==> config.mk <==
export PLATFORM = sky130hd
export DESIGN_NAME = pdm_mic_flat
export DESIGN_NICKNAME = d
export VERILOG_FILES = /design/src/pdm_pkg.sv /design/src/pdm_link_if.sv /design/src/pdm_mic.sv /design/src/sample_fifo.sv /design/src/flat_wrapper.sv
export SDC_FILE = /design/constraint.sdc
export NUM_CORES = 1
export LEC_CHECK = 0
export ABC_AREA = 1
export ABC_CLOCK_PERIOD_IN_PS = 9300
export CAP_MARGIN = 20
export CORE_MARGIN = 5
export CORE_UTILIZATION = 50
export DETAILED_ROUTE_END_ITERATION = 10
export DONT_BUFFER_PORTS = 1
export PLACE_DENSITY_LB_ADDON = 0.05
export SYNTH_ARGS = -nofsm -noshare
export SYNTH_HDL_FRONTEND = slang
export SYNTH_SLANG_ARGS = --single-unit
==> constraint.sdc <==
create_clock -name clk_sys -period 9.3 [get_ports clk_sys]
set_clock_uncertainty 0.1 [all_clocks]
set_input_delay 0.465 -clock clk_sys [delete_from_list [all_inputs] [get_ports clk_sys]]
set_output_delay 0.465 -clock clk_sys [all_outputs]
set_load 0.005 [all_outputs]
==> src/pdm_pkg.sv <==
// Shared constants, types and timing figures for the PDM microphone link
//------------------------------------------------------------------------
// Functional notes
//------------------------------------------------------------------------
// Functional notes
// - Data pin carries fourth-order one-bit stream
// - Left launches on falling, right on rising
// - Release line during the other half period
// - Left and right share line and clock
// - Channel pin latched once, kept fixed
// - Pin low is right, high is left
// - Mono device changes output on one edge
// - Density of ones encodes amplitude
// - Small positive offset, receiver removes it
// - Low-power rate selects listening mode
// - Slow clock means sleep, line released
// - Settled within wake-up limit after sleep
// - Settled within start-up limit after power
// - Modulator saturates at full scale, never wraps
// - Receiver decimator needs eighteen-bit resolution
// - Receiver makes clock, splits slots, filters
// - Host sleeps both devices with slower clock
// - Drive after launch edge, release after next
package pdm_pkg;

    //--------------------------------------------------------------------
    // Clock and timing
    //--------------------------------------------------------------------
    localparam int SYS_CLK_HZ     = 100_000_000;
    localparam int LP_RATE_HZ     = 768_000;
    localparam int SLEEP_RATE_HZ  = 200_000;
    localparam int LP_TOL_PCT     = 5;
    localparam int WAKE_MS        = 10;
    localparam int STARTUP_MS     = 20;
    localparam int WAKE_CYC       = SYS_CLK_HZ / 1000 * WAKE_MS;
    localparam int STARTUP_CYC    = SYS_CLK_HZ / 1000 * STARTUP_MS;
    localparam int WAIT_W         = 22;
    localparam int PER_W          = 10;
    localparam int LP_NOM_CYC     = SYS_CLK_HZ / LP_RATE_HZ;
    localparam logic [PER_W-1:0] SLEEP_CYC =
        PER_W'(SYS_CLK_HZ / SLEEP_RATE_HZ);
    localparam logic [PER_W-1:0] LP_MIN_CYC =
        PER_W'(LP_NOM_CYC * (100 - LP_TOL_PCT) / 100);
    localparam logic [PER_W-1:0] LP_MAX_CYC =
        PER_W'(LP_NOM_CYC * (100 + LP_TOL_PCT) / 100);
    localparam logic [PER_W-1:0] PER_ONE = PER_W'(1);
    localparam logic [1:0]       SEL_WAIT = 2'h2;

    //--------------------------------------------------------------------
    // Codec clock divider, half periods in system cycles
    //--------------------------------------------------------------------
    localparam int DIV_W      = 8;
    localparam int STD_HALF   = 21;
    localparam int LP_HALF    = SYS_CLK_HZ / LP_RATE_HZ / 2;

    //--------------------------------------------------------------------
    // Modulator and data path
    //--------------------------------------------------------------------
    localparam int SAMPLE_W   = 16;
    localparam int FIFO_DEPTH = 8;
    localparam int ORDER      = 4;
    localparam int INT_W      = 24;
    localparam int FULL_SCALE = 32767;
    localparam int SAT_LIM    = FULL_SCALE * 8;
    localparam int DC_PCT     = 3;
    localparam int DC_OFFSET  = FULL_SCALE * DC_PCT / 100;
    localparam int PCM_W      = 18;
    localparam int DECIM      = 64;
    localparam int HP_SHIFT   = 8;
    localparam int SLOT_LEFT  = 1;
    localparam int SLOT_RIGHT = 0;

    typedef enum logic [1:0] {
        MODE_SLEEP = 2'b00,
        MODE_STD   = 2'b01,
        MODE_LP    = 2'b10
    } mode_t;

    typedef enum logic [1:0] {
        ST_LATCH = 2'b00,
        ST_SLEEP = 2'b01,
        ST_WARM  = 2'b10,
        ST_RUN   = 2'b11
    } dev_state_t;

endpackage

==> src/pdm_link_if.sv <==
// Shared PDM clock and data line between microphone and codec
`timescale 1ns/100ps
interface pdm_link_if;
    logic bclk;
    logic mic_dat;
    logic mic_oe;
    logic peer_dat;
    logic peer_oe;
    logic held = 1'b0;
    logic dat;
    logic clash;

    // No pull resistor: a released line shows the inverse of its last
    // level, so a sample taken after release reads a wrong bit
    always_latch begin
        if (mic_oe | peer_oe) begin
            held <= mic_oe ? mic_dat : peer_dat;
        end
    end

    assign dat   = mic_oe ? mic_dat : (peer_oe ? peer_dat : ~held);
    assign clash = mic_oe & peer_oe;

    modport mic   (input bclk, output mic_dat, output mic_oe);
    modport codec (output bclk, input dat);
endinterface

==> src/pdm_mic.sv <==
// Microphone end: channel latch, rate detection, modulator, line driver
`timescale 1ns/100ps
module pdm_mic
    import pdm_pkg::*;
#(
    parameter int WAKE_COUNT    = WAKE_CYC,
    parameter int STARTUP_COUNT = STARTUP_CYC
) (
    input  wire logic                clk_sys,
    input  wire logic                srst,
    input  wire logic                select_pin,
    input  wire logic [SAMPLE_W-1:0] sample_data,
    input  wire logic                sample_valid,
    output logic                     sample_ready,
    pdm_link_if.mic                  link,
    output logic                     low_power_listening_state,
    output logic                     sleeping,
    output logic                     settled
);
    localparam logic signed [INT_W-1:0] FS_POS = INT_W'(FULL_SCALE);
    localparam logic signed [INT_W-1:0] FS_NEG = -INT_W'(FULL_SCALE);
    localparam logic signed [INT_W-1:0] OFS    = INT_W'(DC_OFFSET);
    localparam logic signed [INT_W:0]   LIM_P  = (INT_W+1)'(SAT_LIM);
    localparam logic signed [INT_W:0]   LIM_N  = -(INT_W+1)'(SAT_LIM);
    localparam logic [WAIT_W-1:0] WAKE_LOAD = WAIT_W'(WAKE_COUNT);
    localparam logic [WAIT_W-1:0] START_LOAD = WAIT_W'(STARTUP_COUNT);

    typedef struct packed {
        dev_state_t                    st;
        mode_t                         mode;
        logic [1:0]                    lat_cnt;
        logic                          is_left;
        logic                          sel_s1;
        logic                          sel_s2;
        logic                          ck_s1;
        logic                          ck_s2;
        logic                          ck_s3;
        logic [PER_W-1:0]              per_cnt;
        logic [WAIT_W-1:0]             warm;
        logic [ORDER-1:0][INT_W-1:0]   integ;
        logic [SAMPLE_W-1:0]           smp;
        logic                          dat;
        logic                          oe;
        logic                          settled;
        logic                          lp;
        logic                          slp;
    } mic_state_t;

    mic_state_t              s_q;
    mic_state_t              s_d;
    logic                    rise;
    logic                    fall;
    logic                    launch;
    logic                    release_edge;
    logic                    pop;
    logic [SAMPLE_W-1:0]     fifo_data;
    logic                    fifo_valid;
    logic signed [INT_W-1:0] xin;
    logic signed [INT_W-1:0] drive;
    logic signed [INT_W-1:0] fb;
    logic signed [INT_W:0]   acc;

    //--------------------------------------------------------------------
    // Helpers
    //--------------------------------------------------------------------
    // Clamp an integrator so overload distorts instead of wrapping
    function automatic logic [INT_W-1:0] sat(input logic signed [INT_W:0] v);
        if (v > LIM_P) begin
            return LIM_P[INT_W-1:0];
        end else if (v < LIM_N) begin
            return LIM_N[INT_W-1:0];
        end
        return v[INT_W-1:0];
    endfunction

    // Period to mode; anything not near the low-power rate is standard
    function automatic mode_t classify(input logic [PER_W-1:0] per);
        if (per >= LP_MIN_CYC && per <= LP_MAX_CYC) begin
            return MODE_LP;
        end
        return MODE_STD;
    endfunction

    //--------------------------------------------------------------------
    // Sample buffer
    //--------------------------------------------------------------------
    sample_fifo #(
        .WIDTH (SAMPLE_W),
        .DEPTH (FIFO_DEPTH)
    ) u_fifo (
        .clk_sys   (clk_sys),
        .srst      (srst),
        .in_data   (sample_data),
        .in_valid  (sample_valid),
        .in_ready  (sample_ready),
        .out_data  (fifo_data),
        .out_valid (fifo_valid),
        .out_ready (pop)
    );

    //--------------------------------------------------------------------
    // Bit clock edges
    //--------------------------------------------------------------------
    assign rise = s_q.ck_s2 & ~s_q.ck_s3;
    assign fall = ~s_q.ck_s2 & s_q.ck_s3;
    // One launch edge per period keeps a mono line changing on one edge
    assign launch       = s_q.is_left ? fall : rise;
    assign release_edge = s_q.is_left ? rise : fall;

    //--------------------------------------------------------------------
    // Next state
    //--------------------------------------------------------------------
    always_comb begin
        s_d    = s_q;
        pop    = 1'b0;
        xin    = '0;
        drive  = '0;
        fb     = '0;
        acc    = '0;
        s_d.sel_s1 = select_pin;
        s_d.sel_s2 = s_q.sel_s1;
        s_d.ck_s1  = link.bclk;
        s_d.ck_s2  = s_q.ck_s1;
        s_d.ck_s3  = s_q.ck_s2;
        if (rise) begin
            s_d.per_cnt = PER_ONE;
        end else if (s_q.per_cnt != SLEEP_CYC) begin
            s_d.per_cnt = s_q.per_cnt + 1'b1;
        end
        unique case (s_q.st)
            ST_LATCH: begin
                // Pin is taken once; later changes are never looked at
                if (s_q.lat_cnt == SEL_WAIT) begin
                    s_d.is_left = s_q.sel_s2;
                    s_d.st      = ST_WARM;
                    s_d.warm    = START_LOAD;
                    s_d.mode    = MODE_STD;
                end else begin
                    s_d.lat_cnt = s_q.lat_cnt + 1'b1;
                end
            end
            ST_SLEEP: begin
                s_d.oe = 1'b0;
                if (rise) begin
                    s_d.st   = ST_WARM;
                    s_d.warm = WAKE_LOAD;
                    s_d.mode = MODE_STD;
                end
            end
            ST_WARM, ST_RUN: begin
                if (s_q.per_cnt == SLEEP_CYC) begin
                    s_d.st      = ST_SLEEP;
                    s_d.mode    = MODE_SLEEP;
                    s_d.oe      = 1'b0;
                    s_d.settled = 1'b0;
                    s_d.integ   = '0;
                end else begin
                    if (rise) begin
                        s_d.mode = classify(s_q.per_cnt);
                    end
                    if (s_q.st == ST_WARM) begin
                        if (s_q.warm == '0) begin
                            s_d.st      = ST_RUN;
                            s_d.settled = 1'b1;
                        end else begin
                            s_d.warm = s_q.warm - 1'b1;
                        end
                    end
                    if (launch) begin
                        pop = (s_q.st == ST_RUN) & fifo_valid;
                        if (pop) begin
                            s_d.smp = fifo_data;
                        end
                        // Muted input while settling gives a zero pattern
                        if (s_q.st == ST_RUN) begin
                            xin = INT_W'($signed(s_q.smp)) + OFS;
                        end else begin
                            xin = OFS;
                        end
                        if (xin > FS_POS) begin
                            xin = FS_POS;
                        end
                        fb = s_q.dat ? FS_POS : FS_NEG;
                        for (int k = 0; k < ORDER; k++) begin
                            if (k == 0) begin
                                drive = xin;
                            end else begin
                                drive = $signed(s_q.integ[k-1]) >>> 1;
                            end
                            acc = (INT_W+1)'($signed(s_q.integ[k]))
                                + (INT_W+1)'(drive)
                                - (INT_W+1)'(fb);
                            s_d.integ[k] = sat(acc);
                        end
                        s_d.dat = ~s_d.integ[ORDER-1][INT_W-1];
                        s_d.oe  = 1'b1;
                    end else if (release_edge) begin
                        s_d.oe = 1'b0;
                    end
                end
            end
        endcase
        // Status outputs come from flops loaded from the next state, so they change in the same cycle as the state
        s_d.lp  = s_d.mode == MODE_LP;
        s_d.slp = s_d.st == ST_SLEEP;
    end

    //--------------------------------------------------------------------
    // State register
    //--------------------------------------------------------------------
    always_ff @(posedge clk_sys) begin
        if (srst) begin
            s_q <= '0;
        end else begin
            s_q <= s_d;
        end
    end

    assign link.mic_dat              = s_q.dat;
    assign link.mic_oe               = s_q.oe;
    assign low_power_listening_state = s_q.lp;
    assign sleeping                  = s_q.slp;
    assign settled                   = s_q.settled;
endmodule // pdm_mic

==> src/sample_fifo.sv <==
// Flip-flop FIFO feeding audio samples to the modulator
`timescale 1ns/100ps
module sample_fifo #(
    parameter int WIDTH = 16,
    parameter int DEPTH = 8
) (
    input  wire logic             clk_sys,
    input  wire logic             srst,
    input  wire logic [WIDTH-1:0] in_data,
    input  wire logic             in_valid,
    output logic                  in_ready,
    output logic      [WIDTH-1:0] out_data,
    output logic                  out_valid,
    input  wire logic             out_ready
);
    localparam int AW = $clog2(DEPTH);
    localparam logic [AW-1:0] LAST = AW'(DEPTH - 1);
    localparam logic [AW:0]   FULL = (AW+1)'(DEPTH);

    typedef struct packed {
        logic [DEPTH-1:0][WIDTH-1:0] mem;
        logic [AW-1:0]               wr;
        logic [AW-1:0]               rd;
        logic [AW:0]                 cnt;
        logic                        rdy;
        logic                        vld;
    } fifo_state_t;

    fifo_state_t s_q;
    fifo_state_t s_d;
    logic        push;
    logic        pop;

    always_comb begin
        s_d  = s_q;
        push = in_valid & s_q.rdy;
        pop  = out_ready & s_q.vld;
        if (push) begin
            s_d.mem[s_q.wr] = in_data;
            s_d.wr = (s_q.wr == LAST) ? '0 : s_q.wr + 1'b1;
        end
        if (pop) begin
            s_d.rd = (s_q.rd == LAST) ? '0 : s_q.rd + 1'b1;
        end
        s_d.cnt = s_q.cnt + (AW+1)'(push) - (AW+1)'(pop);
        s_d.rdy = s_d.cnt != FULL;
        s_d.vld = s_d.cnt != '0;
    end

    always_ff @(posedge clk_sys) begin
        if (srst) begin
            s_q     <= '0;
            s_q.rdy <= 1'b1;
        end else begin
            s_q <= s_d;
        end
    end

    assign in_ready  = s_q.rdy;
    assign out_valid = s_q.vld;
    assign out_data  = s_q.mem[s_q.rd];
endmodule // sample_fifo

==> src/flat_wrapper.sv <==
// flat-port wrapper written by rule: the top's interface ports become plain ports
module pdm_mic_flat import pdm_pkg::*;
#(
    parameter int WAKE_COUNT    = WAKE_CYC,
    parameter int STARTUP_COUNT = STARTUP_CYC
)
  (clk_sys, srst, select_pin, sample_data, sample_valid, sample_ready, low_power_listening_state, sleeping, settled, link_bclk, link_mic_dat, link_mic_oe);
  pdm_link_if link_i ();
  input  wire logic clk_sys;
  input  wire logic srst;
  input  wire logic select_pin;
  input  wire logic [SAMPLE_W-1:0] sample_data;
  input  wire logic sample_valid;
  output logic sample_ready;
  output logic low_power_listening_state;
  output logic sleeping;
  output logic settled;
  input wire logic [$bits(link_i.bclk)-1:0] link_bclk;
  output wire logic [$bits(link_i.mic_dat)-1:0] link_mic_dat;
  output wire logic [$bits(link_i.mic_oe)-1:0] link_mic_oe;
  assign link_i.bclk = link_bclk;
  assign link_mic_dat = link_i.mic_dat;
  assign link_mic_oe = link_i.mic_oe;
  pdm_mic #(.WAKE_COUNT(WAKE_COUNT), .STARTUP_COUNT(STARTUP_COUNT)) u_core (.clk_sys(clk_sys), .srst(srst), .select_pin(select_pin), .sample_data(sample_data), .sample_valid(sample_valid), .sample_ready(sample_ready), .link(link_i), .low_power_listening_state(low_power_listening_state), .sleeping(sleeping), .settled(settled));
endmodule
Word level (Yosys, flattened, before mapping)
Index checks and enable logic that the tools add are counted.
- register bits after elaboration: 301
- input bits: 21
- logic and storage cells: 207
- add/subtract/negate cells: 16
- order comparisons: 14
- equal/unequal tests: 17
- multiplexer cells: 95
- bitwise logic cells: 10
- reductions and logical operators: 20
- operators with widths (cell ; number):
    2-to-1 mux 24 bit ; 33
    bitwise mux 128 bit ; 1
    2-to-1 mux 113 bit ; 1
    2-to-1 mux 22 bit ; 5
    adder 24 x 24 -> 25 bit ; 4
    greater-than comparator 25 x 19 -> 1 bit, second input constant ; 4
    less-than comparator 25 x 19 -> 1 bit, second input constant ; 4
    subtractor 25 x 24 -> 25 bit ; 4
    2-to-1 mux 96 bit ; 1
    one-hot mux 22 bit (3 select lines) ; 1
    binary-select mux 16 bit (select 3 bit) ; 1
    demux 16 bit (select 3 bit) ; 1
    2-to-1 mux 16 bit ; 3
    2-to-1 mux 1 bit ; 35
    greater-than comparator 24 x 16 -> 1 bit, second input constant ; 1
    logical NOT 22 bit ; 1
    subtractor 22 x 1 -> 22 bit, second input constant ; 1
    adder 16 x 11 -> 17 bit, second input constant ; 1
    2-to-1 mux 2 bit ; 6
    2-to-1 mux 4 bit ; 3
    one-hot mux 4 bit (3 select lines) ; 1
    adder 10 x 1 -> 10 bit, second input constant ; 1
    equality test 10 x 9 -> 1 bit, second input constant ; 1
    greater-or-equal comparator 10 x 7 -> 1 bit, second input constant ; 1
    other kinds (28) ; 57

Longest topological paths before layout
Gate-level depths: netlist of run 1.
- depth after elaboration: 22
- mapped depth: 39
- gate-level depth less buffers: 38

Modules after synthesis
From an unflattened synthesis of run 1, not the netlist that was laid out.
- cell total of the unflattened synthesis: 3975
- area, all modules: 24110.6 um^2
- by module, submodules not included (module ; times used ; cells each ; area an instance (um^2) ; sequential area each (um^2)):
    pdm_mic ; 1 ; 2907 ; 17460.5 ; 3223.1
    sample_fifo ; 1 ; 1068 ; 6650.1 ; 2802.7

Worst setup path after synthesis of run 1
No wires, ideal clock.
- path type: register to register
- start: register u_core.s_q, in the netlist u_core.link.mic_dat
- end: register u_core.s_q[36] (netlist bit)
- library setup time: 0.132 ns
- data arrival time: 8.309 ns
- path slack: 0.759 ns
- cell stages (with the launch flop): 19
- path buffers: 1
- path through: dfxtp_1 > inv_1 > fa_1 > inv_1 > ha_1 > nand2_1 > inv_1 > a21oi_1 > a21boi_0 > nand3_1 > nand2_1 > nand3_1 > nor2_1 > nand2_2 > nand2_4 > buf_6 > nand3_1 > nand2_1 > a21oi_1
- cells in the longest elaborated chain, start to end: 11
- elaborated cells on any way between the ends: 13
- ends and longest elaborated chain (element ; RTL line ; text):
    start: declaration ; pdm_mic.sv:49 ; mic_state_t s_q;
    start signal: assignment ; pdm_mic.sv:213 ; s_q <= '0;
    start signal: assignment ; pdm_mic.sv:215 ; s_q <= s_d;
    2-to-1 mux 24 bit * ; pdm_mic.sv:183 ; fb = s_q.dat ? FS_POS : FS_NEG;
    subtractor 25 x 24 -> 25 bit * ; pdm_mic.sv:192 ; - (INT_W+1)'(fb);
    less-than comparator 25 x 19 -> 1 bit ; pdm_mic.sv:70 ; end else if (v < LIM_N) begin
    2-to-1 mux 1 bit ; pdm_mic.sv:70 ;
    2-to-1 mux 1 bit ; pdm_mic.sv:68 ; if (v > LIM_P) begin
    2-to-1 mux 1 bit ; pdm_mic.sv:169 ; if (launch) begin
    2-to-1 mux 1 bit ; pdm_mic.sv:151 ; if (s_q.per_cnt == SLEEP_CYC) begin
    2-to-1 mux 1 bit ; pdm_mic.sv:130 ; unique case (s_q.st)
    2-to-1 mux 24 bit * ; pdm_mic.sv:73 ; return v[INT_W-1:0];
    2-to-1 mux 113 bit * ; pdm_mic.sv:169 ;
    2-to-1 mux 96 bit * ; pdm_mic.sv:151 ;
Mark *: on every way between the ends. The rest lies on a longest branch, timed or not. The select of a mux whose other input is x is not followed.
A chain may end at the register's enable or synchronous reset.

Worst setup path after layout of run 1
- start: register u_core.s_q[5] (netlist bit)
- end: register u_core.s_q[24] (netlist bit)
- cells in the longest elaborated chain, start to end: 21
- elaborated cells on any way between the ends: 23
- ends and longest elaborated chain (element ; RTL line ; text):
    adder 16 x 11 -> 17 bit * ; pdm_mic.sv:176 ; xin = INT_W'($signed(s_q.smp)) + OFS;
    2-to-1 mux 24 bit * ; pdm_mic.sv:175 ; if (s_q.st == ST_RUN) begin
    2-to-1 mux 24 bit * ; pdm_mic.sv:169 ;
    2-to-1 mux 24 bit * ; pdm_mic.sv:151 ;
    2-to-1 mux 24 bit * ; pdm_mic.sv:130 ;
    greater-than comparator 24 x 16 -> 1 bit ; pdm_mic.sv:180 ; if (xin > FS_POS) begin
    2-to-1 mux 24 bit * ; pdm_mic.sv:180 ;
    2-to-1 mux 24 bit * ; pdm_mic.sv:169 ;
    [5 not listed] ; - ;
    2-to-1 mux 1 bit ; pdm_mic.sv:70 ;
    2-to-1 mux 1 bit ; pdm_mic.sv:68 ;
    2-to-1 mux 1 bit ; pdm_mic.sv:169 ;
    2-to-1 mux 1 bit ; pdm_mic.sv:151 ;
    2-to-1 mux 1 bit ; pdm_mic.sv:130 ;
    2-to-1 mux 24 bit * ; pdm_mic.sv:73 ;
    2-to-1 mux 113 bit * ; pdm_mic.sv:169 ;
    2-to-1 mux 96 bit * ; pdm_mic.sv:151 ;
Marks and branches as above.

==> impl_metrics.xml, run 1 <==
<?xml version="1.0" encoding="UTF-8"?>
<metrics>
  <group name="status">
    <metric name="status" unit="">finished clean</metric>
  </group>
  <group name="worst_hold_path">
    <metric name="hold_path_end" unit="">u_core.u_fifo.s_q[94]</metric>
    <metric name="worstHoldPathCells" unit="">2</metric>
    <metric name="hold_path_startpoint" unit="">sample_data[2]</metric>
    <metric name="hp-class" unit="">input port to flop</metric>
  </group>
  <group name="cells_and_area">
    <metric name="nFillCells" unit="">4756</metric>
    <metric name="area.sequential" unit="sq um">6030</metric>
    <metric name="area_of_combinational_cells_with_multiple_inputs" unit="sq um">14600</metric>
    <metric name="post_route_cells_drive_above_1_share" unit="%">4.73</metric>
    <metric name="postLayoutCoreUtil" unit="%">54.7</metric>
    <metric name="final_nets" unit="">3947</metric>
    <metric name="layout.cells.most_common_list" unit="">nand2_1 (988), inv_1 (599), nor2_1 (445)</metric>
    <metric name="leading_cell_type_in_the_layout_fill_and_taps_excluded" unit="">nand2_1</metric>
    <metric name="area_growth_syn_to_layout" unit="%">7.92</metric>
  </group>
  <group name="worst_setup_path">
    <metric name="crit-reg2reg-launch" unit="">u_core.s_q[5]</metric>
    <metric name="worst_r2r_endpoint" unit="">u_core.s_q[24]</metric>
    <metric name="cpMaxStageDelayCell" unit="">fa_1</metric>
    <metric name="reg2reg_slack" unit="ps">3690</metric>
    <metric name="timing.setup.critical_path_class" unit="">flop to flop</metric>
    <metric name="critical_path_peak_fanout" unit="">14</metric>
    <metric name="start_kind" unit="">flop</metric>
    <metric name="end_kind" unit="">flop</metric>
    <metric name="crit_path_frequent_cell" unit="">nand2_1</metric>
    <metric name="timing.reg2reg.worst_path_depth" unit="">32</metric>
    <metric name="critical_path_arrival" unit="ps">5920</metric>
    <metric name="required" unit="ps">9610</metric>
    <metric name="critPathMaxStageDelay" unit="ps">490</metric>
  </group>
  <group name="sta">
    <metric name="rsz0062_at_grt" unit="">no</metric>
    <metric name="finalMaxSlewViolations" unit="">0</metric>
    <metric name="setup_violations" unit="">0</metric>
    <metric name="timing.final.crit_period" unit="ps">5610</metric>
    <metric name="slew-limit-headroom" unit="%">32.6</metric>
    <metric name="timing.fmax" unit="GHz">0.178</metric>
    <metric name="tns" unit="ps">0</metric>
    <metric name="final_hold_vios" unit="">0</metric>
    <metric name="timing_worst_slew_pin_value" unit="ps">1010</metric>
    <metric name="post-route-period-util" unit="%">60.3</metric>
  </group>
  <group name="cts">
    <metric name="numClockSinks" unit="">301</metric>
    <metric name="cts.clk_slew.worst_paths" unit="ps">60</metric>
    <metric name="clock_tree.root_cell" unit="">clkbuf_16</metric>
    <metric name="cts_inserted_buffers" unit="">37</metric>
    <metric name="cts_htree_levels" unit="">2</metric>
    <metric name="clock_path_buffers" unit="">3</metric>
    <metric name="clock_tree_from_tritoncts" unit="">built</metric>
    <metric name="worstSkewPairLatency" unit="ps">570</metric>
  </group>
  <group name="detailed_routing">
    <metric name="detail_route.drc_violations" unit="">0</metric>
    <metric name="detail_route.wl_per_cell" unit="um">15.4</metric>
    <metric name="drt_pass1_iterations" unit="">5</metric>
    <metric name="avgViaCountPerCell" unit="">5.28</metric>
    <metric name="routed_wirelength" unit="um">67200</metric>
    <metric name="postRouteAntennaNets" unit="">0</metric>
    <metric name="dr.first_iter.drc_count" unit="">1694</metric>
    <metric name="routed-via-count" unit="">23000</metric>
  </group>
  <group name="power_and_ir_drop">
    <metric name="sequential_share_of_power" unit="%">18.8</metric>
    <metric name="power_switching_share" unit="%">52.5</metric>
    <metric name="leakage" unit="uW">0.0125</metric>
    <metric name="power_density" unit="nW/um^2">332</metric>
    <metric name="combinationalPowerShare" unit="%">63.9</metric>
    <metric name="netSwitchingPower" unit="uW">4430</metric>
    <metric name="vdd_ir_drop_max" unit="uV">248</metric>
    <metric name="clock_network_fraction_of_total_power" unit="%">17.4</metric>
    <metric name="cellInternalPower" unit="uW">4010</metric>
  </group>
  <group name="placed_design">
    <metric name="place_congestion" unit="">0.951</metric>
    <metric name="io_buffers" unit="">0</metric>
    <metric name="detailedPlacementHpwl" unit="um">51000</metric>
  </group>
  <group name="logic_synthesis">
    <metric name="synth_flop_cell" unit="">dfxtp_1</metric>
    <metric name="synthesis.yosys.warnings" unit="">0</metric>
    <metric name="netlist_area_pre_place" unit="sq um">23600</metric>
    <metric name="synth_enable_flop_cells" unit="">0</metric>
    <metric name="ffs_latches_synth" unit="">301</metric>
    <metric name="syn_nets" unit="">3986</metric>
    <metric name="async_flop_share" unit="%">0</metric>
    <metric name="synth_seq_area_share" unit="%">25.6</metric>
    <metric name="post_synth_num_cell_types" unit="">55</metric>
    <metric name="synthTopCellsByArea" unit="">dfxtp_1 (26%), nand2_1 (16%), inv_1 (9.6%), fa_1 (8.2%), nor2_1 (7.1%)</metric>
    <metric name="avgSynthCellArea" unit="sq um">6.28</metric>
    <metric name="netlist_instances" unit="">3757</metric>
    <metric name="synth_top_area_cell" unit="">dfxtp_1</metric>
    <metric name="yosys.area.top_type_share" unit="%">25.6</metric>
  </group>
  <group name="die">
    <metric name="core_rows" unit="">79</metric>
    <metric name="initial_utilization" unit="%">50.6</metric>
    <metric name="core_area" unit="sq um">46600</metric>
    <metric name="chipHeight" unit="um">227</metric>
    <metric name="die-width" unit="um">227</metric>
    <metric name="design.portCount" unit="">27</metric>
    <metric name="die_area" unit="sq um">51600</metric>
  </group>
  <group name="run">
    <metric name="count_of_maximum_capacitance_violations" unit="">0</metric>
  </group>
  <group name="grt">
    <metric name="grt_antenna_before_repair" unit="">2</metric>
    <metric name="gr-total-overflow" unit="">0</metric>
    <metric name="first_global_vias" unit="">21800</metric>
    <metric name="groute.usage.overall" unit="%">25.9</metric>
    <metric name="wire_length_of_the_first_global_routing_pass" unit="um">111000</metric>
    <metric name="grt_start_max_net_pins" unit="">118</metric>
  </group>
</metrics>
-- Yosys cell counts (3+ instances only) --
cell type	n
o21ai_0	292
a21oi_1	261
a211oi_1	3
xnor2_1	15
inv_1	600
clkbuf_1	70
a31oi_1	19
nand2_2	19
o31ai_1	3
ha_1	111
buf_2	7
buf_4	3
nand2_4	5
nand3b_1	16
buf_6	11
fa_1	97
nand2_1	988
nor2_1	445
nand4_1	56
o21ai_1	4
dfxtp_1	301
nand3_1	258
or2_2	3
inv_2	25
nor4_1	8
clkinv_1	3
xor2_1	14
buf_1	23
a21oi_2	10
and2_1	3
nor3_2	4
nor2_2	13
o21bai_1	8
nor3_1	28
-- cell families after synthesis --
kind of cell,count (synthesis),synth area share [%]
AO/OA/AOI/OAI,614,13.7
XOR/XNOR,31,1.22
adder cells (fa/ha/maj),208,14.1
buffers and inverters,747,12.4
flip-flops,301,25.6
AND/OR/NAND/NOR,1856,32.9
-- power by group through the flow --
stage,clock network (uW),logic (uW),registers (uW)
after floorplan,0,4150,1580
after global placement,0,5260,1610
after detailed placement,0,5310,1610
after CTS,1490,5370,1580
after global routing,1560,6200,1610
final,1460,5390,1580
-- what timing repair did --
item | 4_1_cts | 5_1_grt
hold buffers | 22 | 0
gates resized for setup | 0 | 0
hold endpoints to repair | 242 | 0
buffers inserted | 0 | 0
-- registers in the layout, indices dropped and copies added, names as in the netlist --
| name | cells |
|---|---|
| u_core.s_q | 153 |
| u_core.link.mic_dat | 1 |
| u_core.u_fifo.s_q | 138 |
| u_core.u_fifo.out_valid | 1 |
| u_core.low_power_listening_state | 1 |
| u_core.u_fifo.in_ready | 1 |
| u_core.s_d | 3 |
| u_core.settled | 1 |
| u_core.link.mic_oe | 1 |
| u_core.sleeping | 1 |
-- routing by layer --
| layer | track usage [%] | vias to the layer above | share of wire, % |
|---|---|---|---|
| met3 | 3.65 | 104 | 4.8 |
| met5 | 0 | - | 0 |
| met2 | 44.9 | 503 | 48 |
| li1 | - | 11800 | - |
| met1 | 33.9 | 10600 | 45 |
| met4 | 7.35 | 0 | 2.6 |
-- area by class of cell --
type	instances	area share [%]
tap	607	2.98
multi-input combinational	2709	57.5
timing repair buffer	40	1.54
inverter	629	9.30
clock inverter	16	0.723
clock buffer	51	4.20
antenna	2	0.0197
sequential	301	23.7
-- worst max-delay path, delay by kind of cell (launching register included) --
family                   cells  cell delay, ps
AO/OA/AOI/OAI                1              60
adder cells (fa/ha/maj)      3            1010
AND/OR/NAND/NOR             25            3710
flip-flops                   1             330
buffers and inverters        3             220
-- through the flow --
| step | hold slack [ps] | instance area, sq um | worst slack (ps) | cells | power (uW) |
|---|---|---|---|---|---|
| after floorplan | 288 | 23600 | 759 | 3757 | 5740 |
| after global placement | 291 | 23900 | 3930 | 4263 | 6870 |
| after detailed placement | 302 | 23900 | 3820 | 4263 | 6930 |
| after CTS | 1.20 | 25400 | 3780 | 4352 | 8450 |
| after global routing | 26.7 | 25400 | 3160 | 4355 | 9370 |
| final | 23.5 | 25400 | 3690 | 4355 | 8440 |
-- how the worst max path moves through the flow --
stage / start / to / slack, ps / cells after the start
2_1_floorplan: u_core.link.mic_dat / u_core.s_q[36] / 760 / 18
5_1_grt: u_core.s_q[5] / u_core.s_q[36] / 3160 / 31
4_1_cts: u_core.s_q[5] / u_core.s_q[34] / 3780 / 31
6_report: u_core.s_q[5] / u_core.s_q[24] / 3690 / 32
3_3_place_gp: u_core.s_q[5] / u_core.s_q[30] / 3930 / 33
3_5_place_dp: u_core.s_q[5] / u_core.s_q[34] / 3820 / 31
(Power assumes the default switching activity.)
==> run 2: changes to the inputs <==
--- a/config.mk
+++ b/config.mk
@@ -5,8 +5,8 @@
 export SDC_FILE = /design/constraint.sdc
 export NUM_CORES = 1
 export LEC_CHECK = 0
-export ABC_AREA = 1
-export ABC_CLOCK_PERIOD_IN_PS = 9300
+export ABC_AREA = 0
+export ABC_CLOCK_PERIOD_IN_PS = 4620
 export CAP_MARGIN = 20
 export CORE_MARGIN = 5
 export CORE_UTILIZATION = 50
==> constraint.sdc (replaced) <==
create_clock -name clk_sys -period 4.62 [get_ports clk_sys]
set_clock_uncertainty 0.1 [all_clocks]
set_input_delay 0.231 -clock clk_sys [delete_from_list [all_inputs] [get_ports clk_sys]]
set_output_delay 0.231 -clock clk_sys [all_outputs]
set_load 0.005 [all_outputs]
==> impl_metrics.xml, run 2 <==
<?xml version="1.0" encoding="UTF-8"?>
<metrics>
  <group name="status">
    <metric name="status" unit="">finished with violations</metric>
    <metric name="failed_checks" unit="">negative setup slack</metric>
  </group>
  <group name="logic_synthesis">
    <metric name="synth_enable_flop_cells" unit="">0</metric>
    <metric name="synth_top_area_cell" unit="">dfxtp_1</metric>
    <metric name="ffs_latches_synth" unit="">301</metric>
    <metric name="avgSynthCellArea" unit="sq um">8.13</metric>
    <metric name="yosys.area.top_type_share" unit="%">28.3</metric>
    <metric name="netlist_instances" unit="">2618</metric>
    <metric name="synth_flop_cell" unit="">dfxtp_1</metric>
    <metric name="async_flop_share" unit="%">0</metric>
    <metric name="post_synth_num_cell_types" unit="">95</metric>
    <metric name="yosys.cell_count.top_type" unit="">nand2_1</metric>
    <metric name="netlist_area_pre_place" unit="sq um">21300</metric>
    <metric name="synth_seq_area_share" unit="%">28.3</metric>
    <metric name="syn_nets" unit="">2847</metric>
    <metric name="synthTopCellsByArea" unit="">dfxtp_1 (28%), fa_1 (9.1%), nand2_1 (8.1%), a21oi_1 (7.0%), ha_1 (6.5%)</metric>
    <metric name="yosys-top-cells-count" unit="">nand2_1 (459), dfxtp_1 (301), a21oi_1 (297), inv_1 (214), nor2_1 (139)</metric>
    <metric name="synthesis.yosys.warnings" unit="">0</metric>
  </group>
  <group name="die">
    <metric name="die-width" unit="um">216</metric>
    <metric name="die_area" unit="sq um">46800</metric>
    <metric name="core_rows" unit="">75</metric>
    <metric name="core_area" unit="sq um">42000</metric>
    <metric name="design.portCount" unit="">27</metric>
    <metric name="initial_utilization" unit="%">50.6</metric>
    <metric name="chipHeight" unit="um">216</metric>
  </group>
  <group name="cts">
    <metric name="clock_tree_from_tritoncts" unit="">built</metric>
    <metric name="cts_htree_levels" unit="">2</metric>
    <metric name="worstSkewPairLatency" unit="ps">560</metric>
    <metric name="clock_path_buffers" unit="">3</metric>
    <metric name="cts_inserted_buffers" unit="">35</metric>
    <metric name="clock_tree.root_cell" unit="">clkbuf_16</metric>
    <metric name="cts.clk_slew.worst_paths" unit="ps">60</metric>
    <metric name="numClockSinks" unit="">301</metric>
  </group>
  <group name="worst_setup_path">
    <metric name="timing.critical_path.max_delay_family" unit="">compound AO/OA/AOI/OAI gates</metric>
    <metric name="critical_path_peak_fanout" unit="">17</metric>
    <metric name="required" unit="ps">5020</metric>
    <metric name="start_kind" unit="">flop</metric>
    <metric name="critPathMaxStageDelay" unit="ps">570</metric>
    <metric name="path_cells" unit="">o31ai_4 &gt; nand2b_1 &gt; a2111o_1 &gt; o21a_1 &gt; nand4_1 &gt; o21ai_2 &gt; a21oi_2 &gt; nand2_1 &gt; fa_1 &gt; fa_2 &gt; a21o_1 &gt; a31o_4 &gt; a211o_4 &gt; a2111oi_4 &gt; a311oi_2 &gt; buf_4 &gt; nand4_1 &gt; nor4_2 &gt; or4b_4 &gt; nand2b_4 &gt; buf_12 &gt; a32o_1</metric>
    <metric name="cpMaxStageDelayCell" unit="">or4b_4</metric>
    <metric name="timing.setup.critical_path_class" unit="">flop to flop</metric>
    <metric name="crit_path_frequent_cell" unit="">nand4_1</metric>
    <metric name="combined_buffer_and_inverter_count_along_the_critical_path" unit="">2</metric>
    <metric name="end_kind" unit="">flop</metric>
    <metric name="critical_path_arrival" unit="ps">5840</metric>
  </group>
  <group name="grt">
    <metric name="first_global_vias" unit="">19700</metric>
    <metric name="use_met1" unit="%">34.5</metric>
    <metric name="groute.usage.overall" unit="%">25.6</metric>
    <metric name="gr-total-overflow" unit="">0</metric>
    <metric name="wire_length_of_the_first_global_routing_pass" unit="um">100000</metric>
    <metric name="grt_start_max_net_pins" unit="">138</metric>
    <metric name="grt_antenna_before_repair" unit="">1</metric>
    <metric name="gr-usage-met3" unit="%">3.43</metric>
    <metric name="gr-usage-met2" unit="%">43.4</metric>
    <metric name="global_route.peak_usage_layer" unit="">met2</metric>
  </group>
  <group name="cells_and_area">
    <metric name="post_route_cells_drive_above_1_share" unit="%">18.8</metric>
    <metric name="largest_reg_flops" unit="">153</metric>
    <metric name="final_design_area_no_fill" unit="sq um">27400</metric>
    <metric name="area_growth_syn_to_layout" unit="%">28.8</metric>
    <metric name="leading_cell_type_in_the_layout_fill_and_taps_excluded" unit="">nand2_1</metric>
    <metric name="layout.cells.most_common_list" unit="">nand2_1 (458), buf_4 (301), dfxtp_1 (297)</metric>
    <metric name="antenna-diode-count" unit="">0</metric>
    <metric name="largest_register" unit="">u_core.s_q</metric>
    <metric name="layoutNonFillerInstCount" unit="">3539</metric>
    <metric name="postLayoutCoreUtil" unit="%">65.2</metric>
    <metric name="final_nets" unit="">3203</metric>
  </group>
  <group name="sta">
    <metric name="setup_violations" unit="">24</metric>
    <metric name="slew-limit-headroom" unit="%">29.9</metric>
    <metric name="post-route-period-util" unit="%">118</metric>
    <metric name="tns" unit="ps">-15450</metric>
    <metric name="final_hold_vios" unit="">0</metric>
    <metric name="timing_worst_slew_pin_value" unit="ps">1050</metric>
    <metric name="finalMaxSlewViolations" unit="">0</metric>
    <metric name="final_critical_path_setup_slack" unit="ps">-814</metric>
    <metric name="timing.final.crit_period" unit="ps">5430</metric>
    <metric name="rsz0062_at_grt" unit="">yes</metric>
    <metric name="timing.fmax" unit="GHz">0.184</metric>
  </group>
  <group name="placed_design">
    <metric name="place_area" unit="sq um">23800</metric>
    <metric name="io_buffers" unit="">0</metric>
    <metric name="place_congestion" unit="">0.923</metric>
    <metric name="post-place-cells" unit="">3304</metric>
    <metric name="detailedPlacementHpwl" unit="um">42600</metric>
    <metric name="place_ws" unit="ps">-1130</metric>
  </group>
  <group name="detailed_routing">
    <metric name="routed-via-count" unit="">20200</metric>
    <metric name="avgViaCountPerCell" unit="">5.70</metric>
    <metric name="drt_pass1_iterations" unit="">5</metric>
    <metric name="dr.first_iter.drc_count" unit="">1432</metric>
    <metric name="detail_route.wl_per_cell" unit="um">17.5</metric>
    <metric name="postRouteAntennaNets" unit="">0</metric>
    <metric name="routed_wirelength" unit="um">61800</metric>
    <metric name="detail_route.drc_violations" unit="">0</metric>
  </group>
  <group name="power_and_ir_drop">
    <metric name="vdd_ir_drop_max" unit="uV">306</metric>
    <metric name="power_density" unit="nW/um^2">425</metric>
    <metric name="sequential_share_of_power" unit="%">25.6</metric>
    <metric name="leakage" unit="uW">0.0118</metric>
    <metric name="power_switching_share" unit="%">38.1</metric>
    <metric name="clock_network_fraction_of_total_power" unit="%">25.6</metric>
    <metric name="cellInternalPower" unit="uW">7220</metric>
    <metric name="combinationalPowerShare" unit="%">48.8</metric>
    <metric name="netSwitchingPower" unit="uW">4430</metric>
  </group>
  <group name="run">
    <metric name="count_of_maximum_capacitance_violations" unit="">0</metric>
  </group>
  <group name="worst_hold_path">
    <metric name="hp-class" unit="">input port to flop</metric>
  </group>
</metrics>
-- run 2: cell types whose count changed after synthesis, sizes merged, moves of 54 or more --
cell   before  now
nand2    1012  459
inv       626  215
nor2      460  139
nand3     259   42
o21ai     296   83
a21o        0   54
-- run 2: worst paths after layout --
| kind | start | to | slack, ps | cells past startpoint |
|---|---|---|---|---|
| worst min-delay path | srst | u_core.s_q[108] | 80 | 4 |
| worst max-delay path | u_core.s_q[7] | u_core.s_q[22] | -810 | 22 |
| worst max register to register | u_core.s_q[7] | u_core.s_q[22] | -810 | 22 |
| worst min register to register | u_core.s_q[104] | u_core.s_q[104] | 340 | 2 |
-- run 2: routing by layer --
layer | share of wire (%) | up-vias
met5 | 0 | -
met4 | 2.4 | 0
met3 | 4.4 | 97
met2 | 48 | 456
met1 | 45 | 9729
li1 | - | 9879
-- run 2: power groups by stage --
stage                     Combinational, uW  Clock (uW)  Sequential (uW)
after floorplan                        3520           0             2990
after CTS                              5440        3040             2980
after detailed placement               5180           0             3030
after global placement                 5100           0             3020
after global routing                   6280        3170             3010
final                                  5680        2990             2980
-- run 2: final cells by class --
cell class | count | area [sq um]
fillers | 3593 | 14600
well taps | 539 | 674
clock buffers | 53 | 1080
inverters | 216 | 815
flip-flops and latches | 301 | 6030
clock inverters | 10 | 174
repair buffers | 462 | 3990
multi-input cells | 1958 | 14600
-- run 2: stage by stage --
step                      hold WS [ps]  total power (uW)
after floorplan                    259              6510
after global placement             218              8130
after detailed placement           220              8220
after CTS                         4.12             11500
after global routing              58.0             12500
final                             82.4             11600
-- run 2: cell families after synthesis --
group / count (synthesis) / share of synthesized area, %
and+or+nand+nor: 889 / 19.1
AOI/OAI and AO/OA: 701 / 21.4
buffers and inverters: 359 / 6.70
DFF: 301 / 28.3
adders and majority gates: 208 / 15.6
xor gates and xnor gates: 101 / 4.16
muxes: 59 / 4.74
-- run 2: what timing repair did --
action | CTS | global route
buffers inserted | 10 | 14
hold buffers | 146 | 0
resized for setup | 32 | 80
cloned | 0 | 1
hold endpoints to repair | 251 | 0
pin swaps | 22 | 30
setup endpoints to repair | 67 | 79
-- run 2: worst reg2reg max path, cell delays in order (launching register included) --
cell       delay [ps]
dfxtp_2           340
o31ai_4           250
nand2b_1          120
a2111o_1          400
o21a_1            190
nand4_1           160
o21ai_2           110
a21oi_2           170
nand2_1           100
fa_1              530
fa_2              370
a21o_1            190
a31o_4            230
a211o_4           380
a2111oi_4         380
a311oi_2           80
buf_4             160
nand4_1            80
nor4_2             50
or4b_4            570
nand2b_4          100
buf_12            140
a32o_1            170
==> run 3: changes to the inputs <==
--- a/config.mk
+++ b/config.mk
@@ -6,7 +6,7 @@
 export NUM_CORES = 1
 export LEC_CHECK = 0
 export ABC_AREA = 0
-export ABC_CLOCK_PERIOD_IN_PS = 4620
+export ABC_CLOCK_PERIOD_IN_PS = 6350
 export CAP_MARGIN = 20
 export CORE_MARGIN = 5
 export CORE_UTILIZATION = 50
==> constraint.sdc (replaced) <==
create_clock -name clk_sys -period 6.35 [get_ports clk_sys]
set_clock_uncertainty 0.1 [all_clocks]
set_input_delay 0.3175 -clock clk_sys [delete_from_list [all_inputs] [get_ports clk_sys]]
set_output_delay 0.3175 -clock clk_sys [all_outputs]
set_load 0.005 [all_outputs]
==> impl_metrics.xml, run 3 (same netlist as run 2, synthesis figures left out) <==
<?xml version="1.0" encoding="UTF-8"?>
<metrics>
  <group name="die">
    <metric name="design.portCount" unit="">27</metric>
    <metric name="die_area" unit="sq um">46800</metric>
    <metric name="initial_utilization" unit="%">50.6</metric>
    <metric name="chipHeight" unit="um">216</metric>
    <metric name="core_area" unit="sq um">42000</metric>
    <metric name="die-width" unit="um">216</metric>
    <metric name="core_rows" unit="">75</metric>
  </group>
  <group name="detailed_routing">
    <metric name="drt_pass1_iterations" unit="">5</metric>
    <metric name="detail_route.drc_violations" unit="">0</metric>
    <metric name="detail_route.wl_per_cell" unit="um">17.5</metric>
    <metric name="routed-via-count" unit="">18300</metric>
    <metric name="postRouteAntennaNets" unit="">0</metric>
    <metric name="routed_wirelength" unit="um">54700</metric>
    <metric name="dr.first_iter.drc_count" unit="">1085</metric>
    <metric name="avgViaCountPerCell" unit="">5.84</metric>
  </group>
  <group name="worst_setup_path">
    <metric name="start_kind" unit="">flop</metric>
    <metric name="critical_path_arrival" unit="ps">6400</metric>
    <metric name="timing.reg2reg.worst_path_depth" unit="">21</metric>
    <metric name="required" unit="ps">6710</metric>
    <metric name="timing.setup.critical_path_class" unit="">flop to flop</metric>
    <metric name="critical_path_peak_fanout" unit="">10</metric>
    <metric name="end_kind" unit="">flop</metric>
  </group>
  <group name="placed_design">
    <metric name="post-place-cells" unit="">3041</metric>
    <metric name="detailedPlacementHpwl" unit="um">39400</metric>
    <metric name="io_buffers" unit="">0</metric>
    <metric name="place_congestion" unit="">0.902</metric>
  </group>
  <group name="grt">
    <metric name="first_global_vias" unit="">17100</metric>
    <metric name="grt_antenna_before_repair" unit="">2</metric>
    <metric name="grt_start_max_net_pins" unit="">224</metric>
    <metric name="groute.usage.overall" unit="%">22.8</metric>
    <metric name="gr-total-overflow" unit="">0</metric>
    <metric name="wire_length_of_the_first_global_routing_pass" unit="um">89000</metric>
  </group>
  <group name="power_and_ir_drop">
    <metric name="vdd_ir_drop_max" unit="uV">232</metric>
    <metric name="leakage" unit="uW">0.00929</metric>
    <metric name="power_density" unit="nW/um^2">324</metric>
  </group>
  <group name="sta">
    <metric name="tns" unit="ps">0</metric>
    <metric name="timing.fmax" unit="GHz">0.166</metric>
    <metric name="rsz0062_at_grt" unit="">no</metric>
    <metric name="finalMaxSlewViolations" unit="">0</metric>
    <metric name="post-route-period-util" unit="%">95.1</metric>
    <metric name="timing.final.crit_period" unit="ps">6040</metric>
    <metric name="setup_violations" unit="">0</metric>
    <metric name="final_hold_vios" unit="">0</metric>
    <metric name="timing_worst_slew_pin_value" unit="ps">1120</metric>
    <metric name="slew-limit-headroom" unit="%">25.1</metric>
  </group>
  <group name="status">
    <metric name="status" unit="">finished clean</metric>
  </group>
  <group name="cts">
    <metric name="clock_tree_from_tritoncts" unit="">built</metric>
    <metric name="cts_htree_levels" unit="">2</metric>
    <metric name="clock_tree.root_cell" unit="">clkbuf_16</metric>
    <metric name="numClockSinks" unit="">301</metric>
    <metric name="clock_path_buffers" unit="">3</metric>
    <metric name="worstSkewPairLatency" unit="ps">570</metric>
    <metric name="cts_inserted_buffers" unit="">36</metric>
    <metric name="cts.clk_slew.worst_paths" unit="ps">60</metric>
    <metric name="post-cts-setup-buffer-count" unit="">0</metric>
  </group>
  <group name="cells_and_area">
    <metric name="largest_register" unit="">u_core.s_q</metric>
    <metric name="largest_reg_flops" unit="">153</metric>
    <metric name="leading_cell_type_in_the_layout_fill_and_taps_excluded" unit="">nand2_1</metric>
    <metric name="area_growth_syn_to_layout" unit="%">8.52</metric>
    <metric name="post_route_cells_drive_above_1_share" unit="%">6.80</metric>
    <metric name="layout.cells.most_common_list" unit="">nand2_1 (459), dfxtp_1 (299), a21oi_1 (296)</metric>
    <metric name="layoutNonFillerInstCount" unit="">3129</metric>
    <metric name="final_nets" unit="">2791</metric>
  </group>
  <group name="worst_hold_path">
    <metric name="hp-class" unit="">input port to flop</metric>
    <metric name="worstHoldPathCells" unit="">3</metric>
  </group>
  <group name="run">
    <metric name="count_of_maximum_capacitance_violations" unit="">0</metric>
  </group>
</metrics>
[run 3: cell count changes in the layout (fill, tap and decap cells not counted), moves of 7 or more]
cell           before  now
ha_4               15    0
o21ai_2             8    1
dlygate4sd3_1     145   20
o21ai_0            58   76
clkbuf_8           14    7
nor4_1             18   25
buf_4             301   27
o21ai_1            17    6
buf_12              7    0
ha_1               93  109
[run 3: worst max-delay path, cell delays in order, from the launching register on]
cell       delay (ps)
dfxtp_1           360
o31ai_2           290
nand2b_1          150
a2111o_1          470
o21a_1            220
nand4_1           160
o21ai_0           150
a21oi_2           210
buf_4             170
nand2_1            70
fa_1              490
ha_2              330
and3_1            240
and3_1            190
a211o_2           400
a2111oi_1         460
a311oi_1          170
nor4_1            310
nand4_1           140
and4_1            270
a41o_1            290
a32o_1            260
[run 3: layout make-up]
class                   count  area, sq um
inverters                 216          811
repair buffers             49          442
multi-input cells        1958        13900
flip-flops and latches    301         6030
clock buffers              51         1050
diodes                      2         5.00
fillers                  4002        18900
clock inverters            13          183
well taps                 539          674
[run 3: final timing paths]
kind / from / endpoint / slack (ps)
worst max-delay path: u_core.s_q[5] / u_core.s_q[21] / 310
worst min-delay path: sample_valid / u_core.u_fifo.s_q[11] / 100
worst max register to register: u_core.s_q[5] / u_core.s_q[21] / 310
worst min register to register: u_core.s_q[104] / u_core.s_q[104] / 340
[run 3: where the power goes]
part	leakage (uW)	total [uW]	internal, uW	switching (uW)
logic	0.00625	3190	1220	1970
clock network	0.000596	2120	1250	870
registers	0.00244	2170	2040	135
total	0.00929	7480	4510	2970
[run 3: metrics by stage]
step / cell area, sq um / util (%) / hold WS (ps) / total power, uW / worst slack [ps]
after CTS: 23100 / 54.9 / 61.3 / 7500 / 201
after detailed placement: 21600 / 51.4 / 305 / 5300 / 217
after global routing: 23100 / 54.9 / 90.4 / 8020 / 2.89
after global placement: 21600 / 51.4 / 308 / 5250 / 401
final: 23100 / 54.9 / 96.8 / 7480 / 310
after floorplan: 21300 / - / 314 / 4650 / 216
[run 3: what timing repair did]
action / in CTS / in global routing
hold buffers: 21 / 0
resized for setup: 0 / 9
endpoints found under the setup margin: 0 / 18
endpoints found under the hold margin: 245 / 0
[run 3: per-layer routing]
| metal | wire length [um] | global-route usage [%] | share of wire [%] |
|---|---|---|---|
| met1 | 24500 | 30.4 | 45 |
| met2 | 26700 | 39.4 | 49 |
| met3 | 2450 | 3.50 | 4.5 |
| met4 | 997 | 5.28 | 1.8 |
| met5 | 0 | 0 | 0 |
